===== src/hdl/sdp_pkg.sv =====
// package: constants, states and carrier types of the sdram command pin interface
package sdp_pkg;
    // ********************************************************************
    // geometry
    // ********************************************************************
    localparam int ADDR_W = 14;
    localparam int DATA_W = 32;
    localparam int LANES = 4;
    localparam int BANKS = 4;
    localparam int STD_ROW_W = 13;
    localparam int STD_COL_W = 10;
    localparam int RED_ROW_W = 14;
    localparam int RED_COL_W = 9;
    localparam int STD_ROWS = 8192;
    localparam int STD_COLS = 1024;
    localparam int RED_ROWS = 16384;
    localparam int RED_COLS = 512;
    localparam int AP_BIT = 10;
    localparam int MODE_SEL_W = 2;
    // ********************************************************************
    // timing and buffering
    // ********************************************************************
    localparam int CLK_PERIOD_NS = 40;
    localparam int RD_MASK_LAT = 2;
    localparam int FIFO_DEPTH = 8;
    localparam int BURST_W = 4;
    localparam logic [BURST_W-1:0] BURST_LEN_RST = 4'h4;
    // ********************************************************************
    // command codes {ras_n, cas_n, we_n}
    // ********************************************************************
    localparam logic [2:0] CMD_NOP = 3'h7;
    localparam logic [2:0] CMD_ACT = 3'h3;
    localparam logic [2:0] CMD_RD = 3'h5;
    localparam logic [2:0] CMD_WR = 3'h4;
    localparam logic [2:0] CMD_BST = 3'h6;
    localparam logic [2:0] CMD_PRE = 3'h2;
    localparam logic [2:0] CMD_REF = 3'h1;
    localparam logic [2:0] CMD_LMR = 3'h0;

    // device operating states, one-hot
    typedef enum logic [5:0] {
        ST_IDLE = 6'h01,
        ST_ACTIVE = 6'h02,
        ST_BURST = 6'h04,
        ST_PD_PRE = 6'h08,
        ST_PD_ACT = 6'h10,
        ST_SUSPEND = 6'h20
    } sdp_state_t;

    // command pins as sampled
    typedef struct packed {
        logic cs_n;
        logic ras_n;
        logic cas_n;
        logic we_n;
        logic [1:0] bank;
        logic [ADDR_W-1:0] addr;
        logic [LANES-1:0] mask;
    } sdp_cmd_t;

    // one write beat handed to the array side
    typedef struct packed {
        logic [1:0] bank;
        logic [ADDR_W-1:0] row;
        logic [ADDR_W-1:0] col;
        logic [LANES-1:0] byte_en;
        logic [DATA_W-1:0] data;
    } sdp_wbeat_t;

    localparam int WBEAT_W = $bits(sdp_wbeat_t);

    // row and column split for the chosen configuration
    function automatic logic [ADDR_W-1:0] col_of(input logic [ADDR_W-1:0] a,
                                                 input logic reduced);
        col_of = reduced ? (a & 14'h01FF) : (a & 14'h03FF);
    endfunction

    function automatic logic [ADDR_W-1:0] row_of(input logic [ADDR_W-1:0] a,
                                                 input logic reduced);
        row_of = reduced ? a : (a & 14'h1FFF);
    endfunction
endpackage


===== src/hdl/sdp_cmd_if.sv =====
// command pin interface of a four-bank sdram: decode, power states, masks
`timescale 1ns/1ps
`default_nettype none
module sdp_cmd_if
    import sdp_pkg::*;
(
    // clock and reset
    input wire logic clk_in,
    input wire logic srst_in,
    // configuration strap: reduced page size
    input wire logic reduced_page_in,
    // command pins
    input wire logic cke_in,
    input wire logic cs_n_in,
    input wire logic ras_n_in,
    input wire logic cas_n_in,
    input wire logic we_n_in,
    input wire logic bank_select_bit0_in,
    input wire logic bank_select_bit1_in,
    input wire logic [ADDR_W-1:0] addr_in,
    input wire logic byte_mask_lane0_in,
    input wire logic byte_mask_lane1_in,
    input wire logic byte_mask_lane2_in,
    input wire logic byte_mask_lane3_in,
    input wire logic deep_pd_req_in,
    // data pins, three signals each lane
    input wire logic [DATA_W-1:0] dq_in,
    output logic [DATA_W-1:0] dq_out,
    output logic [LANES-1:0] dq_oe_n_out,
    // read data from the array side
    input wire logic [DATA_W-1:0] rd_data_in,
    // write beats toward the array side
    output logic wr_valid_out,
    input wire logic wr_ready_in,
    output sdp_wbeat_t wr_beat_out,
    input wire logic wr_ready_stall_in,
    // status
    output logic wr_full_out,
    output sdp_state_t state_out,
    output logic [BANKS-1:0] bank_open_out,
    output logic [BANKS*ADDR_W-1:0] open_rows_out,
    output logic [1:0] rd_bank_out,
    output logic [ADDR_W-1:0] rd_row_out,
    output logic [ADDR_W-1:0] rd_col_out,
    output logic mode_load_out,
    output logic [MODE_SEL_W-1:0] mode_sel_out,
    output logic [ADDR_W-1:0] mode_op_out,
    output logic refresh_out,
    output logic self_refresh_out,
    output logic deep_pd_out
);
    // ********************************************************************
    // input capture and command decode
    // ********************************************************************
    sdp_cmd_t cmd_r; // pins registered at the rising edge
    logic cke_r; // clock enable as last sampled
    sdp_state_t state_r;
    logic [BANKS-1:0] bank_open_r;
    logic [ADDR_W-1:0] row_r [BANKS];
    logic [BURST_W-1:0] burst_cnt_r; // beats left in current burst
    logic [BURST_W-1:0] burst_len_r; // burst length from mode op-code
    logic burst_wr_r; // burst is a write
    logic burst_ap_r; // auto precharge at burst end
    logic [1:0] burst_bank_r;
    logic [ADDR_W-1:0] col_r;
    logic [RD_MASK_LAT-1:0][LANES-1:0] rd_mask_pipe_r;
    logic [RD_MASK_LAT-1:0] rd_act_pipe_r;
    logic [DATA_W-1:0] dq_r;
    logic self_ref_r;
    logic deep_pd_r;
    logic low_power;
    logic run;
    logic [2:0] code;
    logic sel;
    logic fifo_ready;
    logic fifo_in_valid;
    sdp_wbeat_t beat;

    // the two power-down states stop the input buffers; clock suspend does not
    assign low_power = (state_r == ST_PD_PRE) || (state_r == ST_PD_ACT);

    // command, bank, address and mask pins sampled on the rising edge, frozen while in low power
    always_ff @(posedge clk_in) begin
        if (srst_in) begin
            cmd_r <= '{cs_n: 1'b1, ras_n: 1'b1, cas_n: 1'b1, we_n: 1'b1, default: '0};
        end else if (!low_power) begin
            cmd_r <= '{cs_n: cs_n_in, ras_n: ras_n_in, cas_n: cas_n_in,
                       we_n: we_n_in,
                       bank: {bank_select_bit1_in, bank_select_bit0_in},
                       addr: addr_in,
                       mask: {byte_mask_lane3_in, byte_mask_lane2_in,
                              byte_mask_lane1_in, byte_mask_lane0_in}};
        end
    end

    // clock enable watched every edge; in low power it acts as a wake level
    always_ff @(posedge clk_in) begin
        if (srst_in) begin
            cke_r <= 1'b1;
        end else begin
            cke_r <= cke_in;
        end
    end

    // device advances only while clock enable is high and neither power-down state is held
    assign run = cke_r && !low_power;
    assign sel = !cmd_r.cs_n;
    assign code = sel ? {cmd_r.ras_n, cmd_r.cas_n, cmd_r.we_n} : CMD_NOP;

    // ********************************************************************
    // operating state
    // ********************************************************************
    // choose power state on clock enable low from the present condition
    always_ff @(posedge clk_in) begin
        if (srst_in) begin
            state_r <= ST_IDLE;
        end else begin
            unique case (state_r)
                ST_IDLE: begin
                    if (!cke_in) begin
                        state_r <= ST_PD_PRE;
                    end else if (run && (code == CMD_ACT)) begin
                        state_r <= ST_ACTIVE;
                    end
                end
                ST_ACTIVE: begin
                    if (!cke_in) begin
                        state_r <= ST_PD_ACT;
                    end else if (run && (code == CMD_RD || code == CMD_WR)) begin
                        state_r <= ST_BURST;
                    end else if (run && code == CMD_PRE && (cmd_r.addr[AP_BIT] ||
                                 bank_open_r == (BANKS'(1) << cmd_r.bank))) begin
                        state_r <= ST_IDLE;
                    end
                end
                ST_BURST: begin
                    if (!cke_in) begin
                        state_r <= ST_SUSPEND;
                    end else if (burst_cnt_r == '0) begin
                        state_r <= (bank_open_r == '0) ? ST_IDLE : ST_ACTIVE;
                    end
                end
                // wake is taken from the raw level, not from a clocked command
                ST_PD_PRE: begin
                    if (cke_in) begin
                        state_r <= ST_IDLE;
                    end
                end
                ST_PD_ACT: begin
                    if (cke_in) begin
                        state_r <= ST_ACTIVE;
                    end
                end
                ST_SUSPEND: begin
                    if (cke_in) begin
                        state_r <= ST_BURST;
                    end
                end
                default: begin
                    state_r <= ST_IDLE;
                end
            endcase
        end
    end

    // self refresh entered by refresh with clock enable falling; deep by burst stop with the request input
    always_ff @(posedge clk_in) begin
        if (srst_in) begin
            self_ref_r <= 1'b0;
            deep_pd_r <= 1'b0;
        end else if (state_r == ST_IDLE && !cke_in) begin
            self_ref_r <= sel && (code == CMD_REF);
            deep_pd_r <= deep_pd_req_in && (code == CMD_BST);
        end else if (cke_in && state_r == ST_PD_PRE) begin
            self_ref_r <= 1'b0;
            deep_pd_r <= 1'b0;
        end
    end

    // ********************************************************************
    // banks, rows and precharge
    // ********************************************************************
    // activate latches row; precharge closes one bank or all
    always_ff @(posedge clk_in) begin
        if (srst_in) begin
            bank_open_r <= '0;
            for (int b = 0; b < BANKS; b++) begin
                row_r[b] <= '0;
            end
        end else if (run) begin
            if (code == CMD_ACT) begin
                bank_open_r[cmd_r.bank] <= 1'b1;
                row_r[cmd_r.bank] <= row_of(cmd_r.addr, reduced_page_in);
            end else if (code == CMD_PRE) begin
                if (cmd_r.addr[AP_BIT]) begin
                    bank_open_r <= '0;
                end else begin
                    bank_open_r[cmd_r.bank] <= 1'b0;
                end
            end else if (state_r == ST_BURST && burst_cnt_r == BURST_W'(1) && burst_ap_r) begin
                bank_open_r[burst_bank_r] <= 1'b0;
            end
        end
    end

    // ********************************************************************
    // burst counter and mode register
    // ********************************************************************
    // clock advances the column counter; new access restarts it
    always_ff @(posedge clk_in) begin
        if (srst_in) begin
            burst_cnt_r <= '0;
            burst_wr_r <= 1'b0;
            burst_ap_r <= 1'b0;
            burst_bank_r <= '0;
            col_r <= '0;
        end else if (run) begin
            if (code == CMD_RD || code == CMD_WR) begin
                burst_cnt_r <= burst_len_r;
                burst_wr_r <= (code == CMD_WR);
                burst_ap_r <= cmd_r.addr[AP_BIT];
                burst_bank_r <= cmd_r.bank;
                col_r <= col_of(cmd_r.addr, reduced_page_in);
            end else if (code == CMD_BST) begin
                burst_cnt_r <= '0;
            end else if (burst_cnt_r != '0 && (fifo_ready || !burst_wr_r)) begin
                burst_cnt_r <= burst_cnt_r - 1'b1;
                col_r <= col_r + 1'b1;
            end
        end
    end

    // mode load keeps the op-code; with bank 0 its low bits pick burst length
    always_ff @(posedge clk_in) begin
        if (srst_in) begin
            mode_load_out <= 1'b0;
            mode_sel_out <= '0;
            mode_op_out <= '0;
            burst_len_r <= BURST_LEN_RST;
            refresh_out <= 1'b0;
        end else begin
            mode_load_out <= run && (code == CMD_LMR);
            refresh_out <= run && (code == CMD_REF);
            if (run && code == CMD_LMR) begin
                mode_sel_out <= cmd_r.bank;
                mode_op_out <= cmd_r.addr;
                if (cmd_r.bank == '0) begin
                    burst_len_r <= BURST_W'(1) << cmd_r.addr[1:0];
                end
            end
        end
    end

    // ********************************************************************
    // read path: output registers and mask latency
    // ********************************************************************
    // mask and read activity delayed two clocks before reaching the drivers
    always_ff @(posedge clk_in) begin
        if (srst_in) begin
            rd_mask_pipe_r <= '0;
            rd_act_pipe_r <= '0;
            dq_r <= '0;
        end else if (run) begin
            rd_mask_pipe_r <= {rd_mask_pipe_r[0], cmd_r.mask};
            rd_act_pipe_r <= {rd_act_pipe_r[0], burst_cnt_r != '0 && !burst_wr_r};
            dq_r <= rd_data_in;
        end
    end

    // drivers off where masked; enable active low
    always_comb begin
        for (int l = 0; l < LANES; l++) begin
            dq_oe_n_out[l] = !(rd_act_pipe_r[1] && !rd_mask_pipe_r[1][l]);
        end
    end
    assign dq_out = dq_r;

    // ********************************************************************
    // write path through the fifo
    // ********************************************************************
    assign fifo_in_valid = run && burst_wr_r && burst_cnt_r != '0 && !wr_ready_stall_in;
    always_comb begin
        beat.bank = burst_bank_r;
        beat.row = row_r[burst_bank_r];
        beat.col = col_r;
        beat.byte_en = ~cmd_r.mask;
        beat.data = dq_in;
    end

    sdp_fifo #(
        .WIDTH(WBEAT_W),
        .DEPTH(FIFO_DEPTH)
    ) u_wr_fifo (
        .clk_in(clk_in),
        .srst_in(srst_in),
        .in_valid_in(fifo_in_valid),
        .in_ready_out(fifo_ready),
        .in_data_in(beat),
        .out_valid_out(wr_valid_out),
        .out_ready_in(wr_ready_in),
        .out_data_out(wr_beat_out)
    );

    // ********************************************************************
    // status outputs
    // ********************************************************************
    assign wr_full_out = !fifo_ready;
    assign state_out = state_r;
    assign bank_open_out = bank_open_r;
    assign rd_bank_out = burst_bank_r;
    assign rd_row_out = row_r[burst_bank_r];
    assign rd_col_out = col_r;
    assign self_refresh_out = self_ref_r;
    assign deep_pd_out = deep_pd_r;
    always_comb begin
        for (int b = 0; b < BANKS; b++) begin
            open_rows_out[b*ADDR_W +: ADDR_W] = row_r[b];
        end
    end

    // ********************************************************************
    // assertions
    // ********************************************************************
    a_cs_masks_cmd: assert property (@(posedge clk_in) disable iff (srst_in)
        (cmd_r.cs_n && state_r == ST_IDLE && cke_in && cke_r) |=> state_r == ST_IDLE)
        else $error("command acted on with chip select high");
    a_act_opens_bank: assert property (@(posedge clk_in) disable iff (srst_in)
        (run && code == CMD_ACT) |=> bank_open_r[$past(cmd_r.bank)])
        else $error("activate did not open bank");
    a_pre_all_banks: assert property (@(posedge clk_in) disable iff (srst_in)
        (run && code == CMD_PRE && cmd_r.addr[AP_BIT]) |=> bank_open_r == '0)
        else $error("all-bank precharge left a bank open");
    a_rd_mask_float: assert property (@(posedge clk_in) disable iff (srst_in)
        (run && cmd_r.mask[0]) ##1 run ##1 run |-> dq_oe_n_out[0])
        else $error("masked read byte driven");
    a_pd_entry: assert property (@(posedge clk_in) disable iff (srst_in)
        (state_r == ST_ACTIVE && !cke_in) |=> state_r == ST_PD_ACT)
        else $error("active power-down not entered");
    a_pd_wake: assert property (@(posedge clk_in) disable iff (srst_in)
        (state_r == ST_PD_PRE && cke_in) |=> state_r == ST_IDLE)
        else $error("power-down wake missed");
    a_pd_frozen: assert property (@(posedge clk_in) disable iff (srst_in)
        (low_power && !cke_in) |=> $stable(cmd_r) && $stable(bank_open_r))
        else $error("inputs taken during power-down");
    a_mode_opcode: assert property (@(posedge clk_in) disable iff (srst_in)
        (run && code == CMD_LMR) |=> mode_load_out && mode_op_out == $past(cmd_r.addr))
        else $error("mode op-code not taken");
    a_suspend_hold: assert property (@(posedge clk_in) disable iff (srst_in)
        (state_r == ST_SUSPEND && !cke_r) |=> $stable(burst_cnt_r))
        else $error("burst advanced while suspended");
endmodule // sdp_cmd_if
`default_nettype wire


===== src/hdl/sdp_fifo.sv =====
// synchronous valid/ready fifo for write beats
`timescale 1ns/1ps
`default_nettype none
module sdp_fifo #(
    parameter int WIDTH = 8,
    parameter int DEPTH = 8
) (
    // clock and reset
    input wire logic clk_in,
    input wire logic srst_in,
    // fill side
    input wire logic in_valid_in,
    output logic in_ready_out,
    input wire logic [WIDTH-1:0] in_data_in,
    // drain side
    output logic out_valid_out,
    input wire logic out_ready_in,
    output logic [WIDTH-1:0] out_data_out
);
    localparam int AW = $clog2(DEPTH);
    logic [WIDTH-1:0] mem_r [DEPTH]; // storage
    logic [AW-1:0] wptr_r; // write index
    logic [AW-1:0] rptr_r; // read index
    logic [AW:0] cnt_r; // fill level
    logic push;
    logic pop;

    assign in_ready_out = (cnt_r != (AW+1)'(DEPTH));
    assign out_valid_out = (cnt_r != '0);
    assign push = in_valid_in && in_ready_out;
    assign pop = out_valid_out && out_ready_in;
    assign out_data_out = mem_r[rptr_r];

    // storage write, no reset needed for data
    always_ff @(posedge clk_in) begin
        if (push) begin
            mem_r[wptr_r] <= in_data_in;
        end
    end

    // pointers and level
    always_ff @(posedge clk_in) begin
        if (srst_in) begin
            wptr_r <= '0;
            rptr_r <= '0;
            cnt_r <= '0;
        end else begin
            if (push) begin
                wptr_r <= (wptr_r == AW'(DEPTH-1)) ? '0 : wptr_r + 1'b1;
            end
            if (pop) begin
                rptr_r <= (rptr_r == AW'(DEPTH-1)) ? '0 : rptr_r + 1'b1;
            end
            cnt_r <= cnt_r + (AW+1)'(push) - (AW+1)'(pop);
        end
    end
endmodule // sdp_fifo
`default_nettype wire


===== config.mk =====
export PLATFORM = sky130hd
export DESIGN_NAME = sdp_cmd_if
export DESIGN_NICKNAME = d
export VERILOG_FILES = /design/src/hdl/sdp_pkg.sv /design/src/hdl/sdp_cmd_if.sv /design/src/hdl/sdp_fifo.sv
export SDC_FILE = /design/constraint.sdc
export NUM_CORES = 1
export LEC_CHECK = 0
export BUFFER_PORTS_ARGS = -buffer_cell sky130_fd_sc_hd__buf_2
export CAP_MARGIN = 25
export CORE_ASPECT_RATIO = 1.5
export CORE_UTILIZATION = 30
export CTS_CLUSTER_DIAMETER = 200
export DETAILED_ROUTE_END_ITERATION = 12
export HOLD_SLACK_MARGIN = 0.08
export MAX_ROUTING_LAYER = met4
export PLACE_DENSITY = 0.52
export SLEW_MARGIN = 40
export SYNTH_ARGS = -nofsm -noshare
export SYNTH_HDL_FRONTEND = slang
export SYNTH_SLANG_ARGS = --single-unit

===== constraint.sdc =====
create_clock -name clk_in -period 11.7 [get_ports clk_in]
set_input_delay 1.17 -clock clk_in [delete_from_list [all_inputs] [get_ports clk_in]]
set_output_delay 1.17 -clock clk_in [all_outputs]
set_load 0.005 [all_outputs]

==> results_dict.tcl <==
set metrics [dict create \
    final_area_um2 33910 \
    num_io_pins 315 \
    p_per_area_nw_per_um2 182.4 \
    die_h_um 379.3 \
    crit_fanout 49 \
    ys.flop_type "edfxtp_1" \
    worst_ep_required_time_ps 10530 \
    grt_pass1_wl_um 109300 \
    postCtsHoldBufs 0 \
    io_buffers 314 \
    ir_worst_vdd_v 0.00008997 \
    hp-class "reg2reg" \
    postRouteAntennaNets 0 \
    die_x_um 253.6 \
    start_util_pct 30.20 \
    synth_top_area_share_pct 61.59 \
    avgSynthCellArea_um2 16.82 \
    place_ws_ps 7444 \
    syn_inst 1693 \
    crit_chain "clkbuf_8, buf_6, mux4_2, mux2_2, buf_2" \
    layout_common_cells "584 x edfxtp_1, 315 x buf_2, 183 x nand2_1" \
    synth_cell_types 65 \
    r2r_start "state_out[4]$_SDFFE_PP0P_" \
    setup_viol 0 \
    cp_num_buf_inv 3 \
    grt-ovfl-total 0 \
    tightest_slew_ps 824.0 \
    cts_resized 0 \
    rrSetupSlack_ps 7600 \
    cts_root_buf "clkbuf_16" \
    finalHoldViolations 0 \
    final.setup.tns_ps 0 \
    final_core_util_pct 35.97 \
    fp.dieArea_um2 96180 \
    crit_arrival_ps 3260 \
    end_kind "primary output" \
    clk_pin_slew_ps 60 \
    clkLatencyLatePin_ps 640 \
    slew_viol_final 0 \
    maxCapViolations 0 \
    final_nets 2116 \
    fin_crit_ps 4425 \
    cts.sinks 722 \
    status "completed" \
    p_total_w 0.006185 \
    hpwl_um 47290 \
    drt_iter0_markers 839 \
    grt_pass1_vias 16570 \
    track_usage_pct 16.08 \
    synth_edf_count 584 \
    tritoncts "built" \
    area_delta_synth_final_pct 19.10 \
    yosys.area.top_type "edfxtp_1" \
    relSlewSlack_pct 44.86 \
    viasPerCell 4.745 \
    syn_area_um2 28470 \
    place_area_um2 31440 \
    routedWlPerCell_um 22.63 \
    coreArea_um2 94280 \
    antenna_found_initial 2 \
    synth_nets 1810 \
    worstSetupPathType "reg2out" \
    finalCritPeriodShare_pct 37.82 \
    yosysSeqAreaShare_pct 71.29 \
    cts_buffer_depth 3 \
    cts_max_level 3 \
    synthTopCellsByArea "edfxtp_1 62%, mux4_2 12%, dfxtp_1 9.7%, mux2_2 2.6%, nand2_1 2.4%" \
    gp_routability_congestion 0.7960 \
    vias 15750 \
    critPathTopFamily "buffers and inverters" \
    worst_clock_skew_ps 24.32 \
    cts_setup_buffers 0 \
    layout_commonest_cell "edfxtp_1" \
    synth.ff_latch_count 722 \
    wl_um 75120 \
    drc 0 \
    cp_slowest_cell "buf_6" \
    leakage_nw 11.72 \
    fmax_mhz 226.0 \
    slowest_delay_ps 640 \
    startpoint_type "flip-flop" \
    hp-start "dq_out[8]$_SDFFE_PP0P_" \
    rsz0062_at_grt "false" \
    worst_slack_ps 7275 \
    std_cell_rows 138 \
    grt_start_max_net_pins 80 \
    numCtsBuffers 75 \
    drt_first_pass_iters 7 \
    ys.warnings.count 0 \
    drive_gt1_share_pct 34.45 \
    async_flop_share_pct 0 \
]
-- per-stage QoR --
stage | std cells | hold WS (ps)
after floorplan | 1693 | 431.2
after global placement | 3174 | 437.5
after detailed placement | 3180 | 443.7
after CTS | 3316 | 452.1
after global routing | 3319 | 467.6
final | 3319 | 450.3
-- synth_stat cells, drive strengths merged, types with 2 or more instances --
cell and count:
o21ai 31, inv 24, edfxtp 584, o31ai 7
buf 62, dfxtp 138, ha 21, xnor2 4
or2 5, a31oi 7, nor2 47, a211oi 6
o32ai 2, o211ai 5, clkbuf 62, nand3 13
or4 4, nor3b 8, nand3b 3, or3 8
mux4 146, xor2 2, o21a 2, mux2i 20
nand2b 10, or3b 2, a21oi 101, nand4 3
nor3 16, nand2 184, and3 10, mux2 66
a31o 3, nor2b 7, nor4 8, nor4b 2
nand4b 3, and2 52
-- worst paths after layout --
check,end,depth (start not counted)
worst max-delay path,wr_beat_out[44],5
worst min-delay path,dq_out[8]$_SDFFE_PP0P_,2
worst max register to register,u_wr_fifo.mem_r[4][17]$_DFFE_PP_,9
worst min register to register,dq_out[8]$_SDFFE_PP0P_,2
-- worst register-to-register path, stage by stage (launching register included) --
cell	delay [ps]
dfxtp_1	590
xor2_1	290
a21oi_4	200
buf_4	420
nand2_1	380
inv_1	240
nand2_1	250
nor3_2	180
buf_4	400
buf_4	710
-- state kept, by name, indices dropped and copies added, names as in the netlist, 3 cells and up, named ones only --
name              flops
u_wr_fifo.wptr_r      3
rd_col_out           14
dq_out               32
bank_open_out         4
mode_op_out          14
u_wr_fifo.cnt_r       4
rd_mask_pipe_r        8
u_wr_fifo.mem_r     528
state_out             6
row_r                56
cmd_r                24
burst_len_r           4
burst_cnt_r           4
u_wr_fifo.rptr_r      3
-- kinds of logic after synthesis --
| logic type | share of synthesized area [%] |
|---|---|
| simple gates | 6.591 |
| flops | 71.29 |
| fa+ha+maj | 0.9931 |
| buf+inv | 2.478 |
| compound gates | 3.577 |
| mux | 14.86 |
| xor+xnor | 0.2110 |
-- metal layers --
layer	GRT usage, %	share of wire, %	up-vias
met3	2.743	4.3	113
met5	-	0	-
met4	6.655	3.1	0
li1	-	-	7107
met1	17.86	39	8149
met2	28.37	53	381
-- report_power, final --
part | switching (W) | internal, W
clock | 0.00102 | 0.00137
sequential | 0.0000803 | 0.00282
combinational | 0.000451 | 0.000443
-- final cells by class --
type                       instances  area [um^2]
inverter                          24        90.09
clock buffer                      88         1968
clock inverter                    48        445.4
timing repair buffer             353         1963
sequential                       722        20310
tap                             1260         1577
multi-input combinational        823         7556
fill                            9038        60360
antenna                            1        2.502
Power figures use the tool's default switching activity.
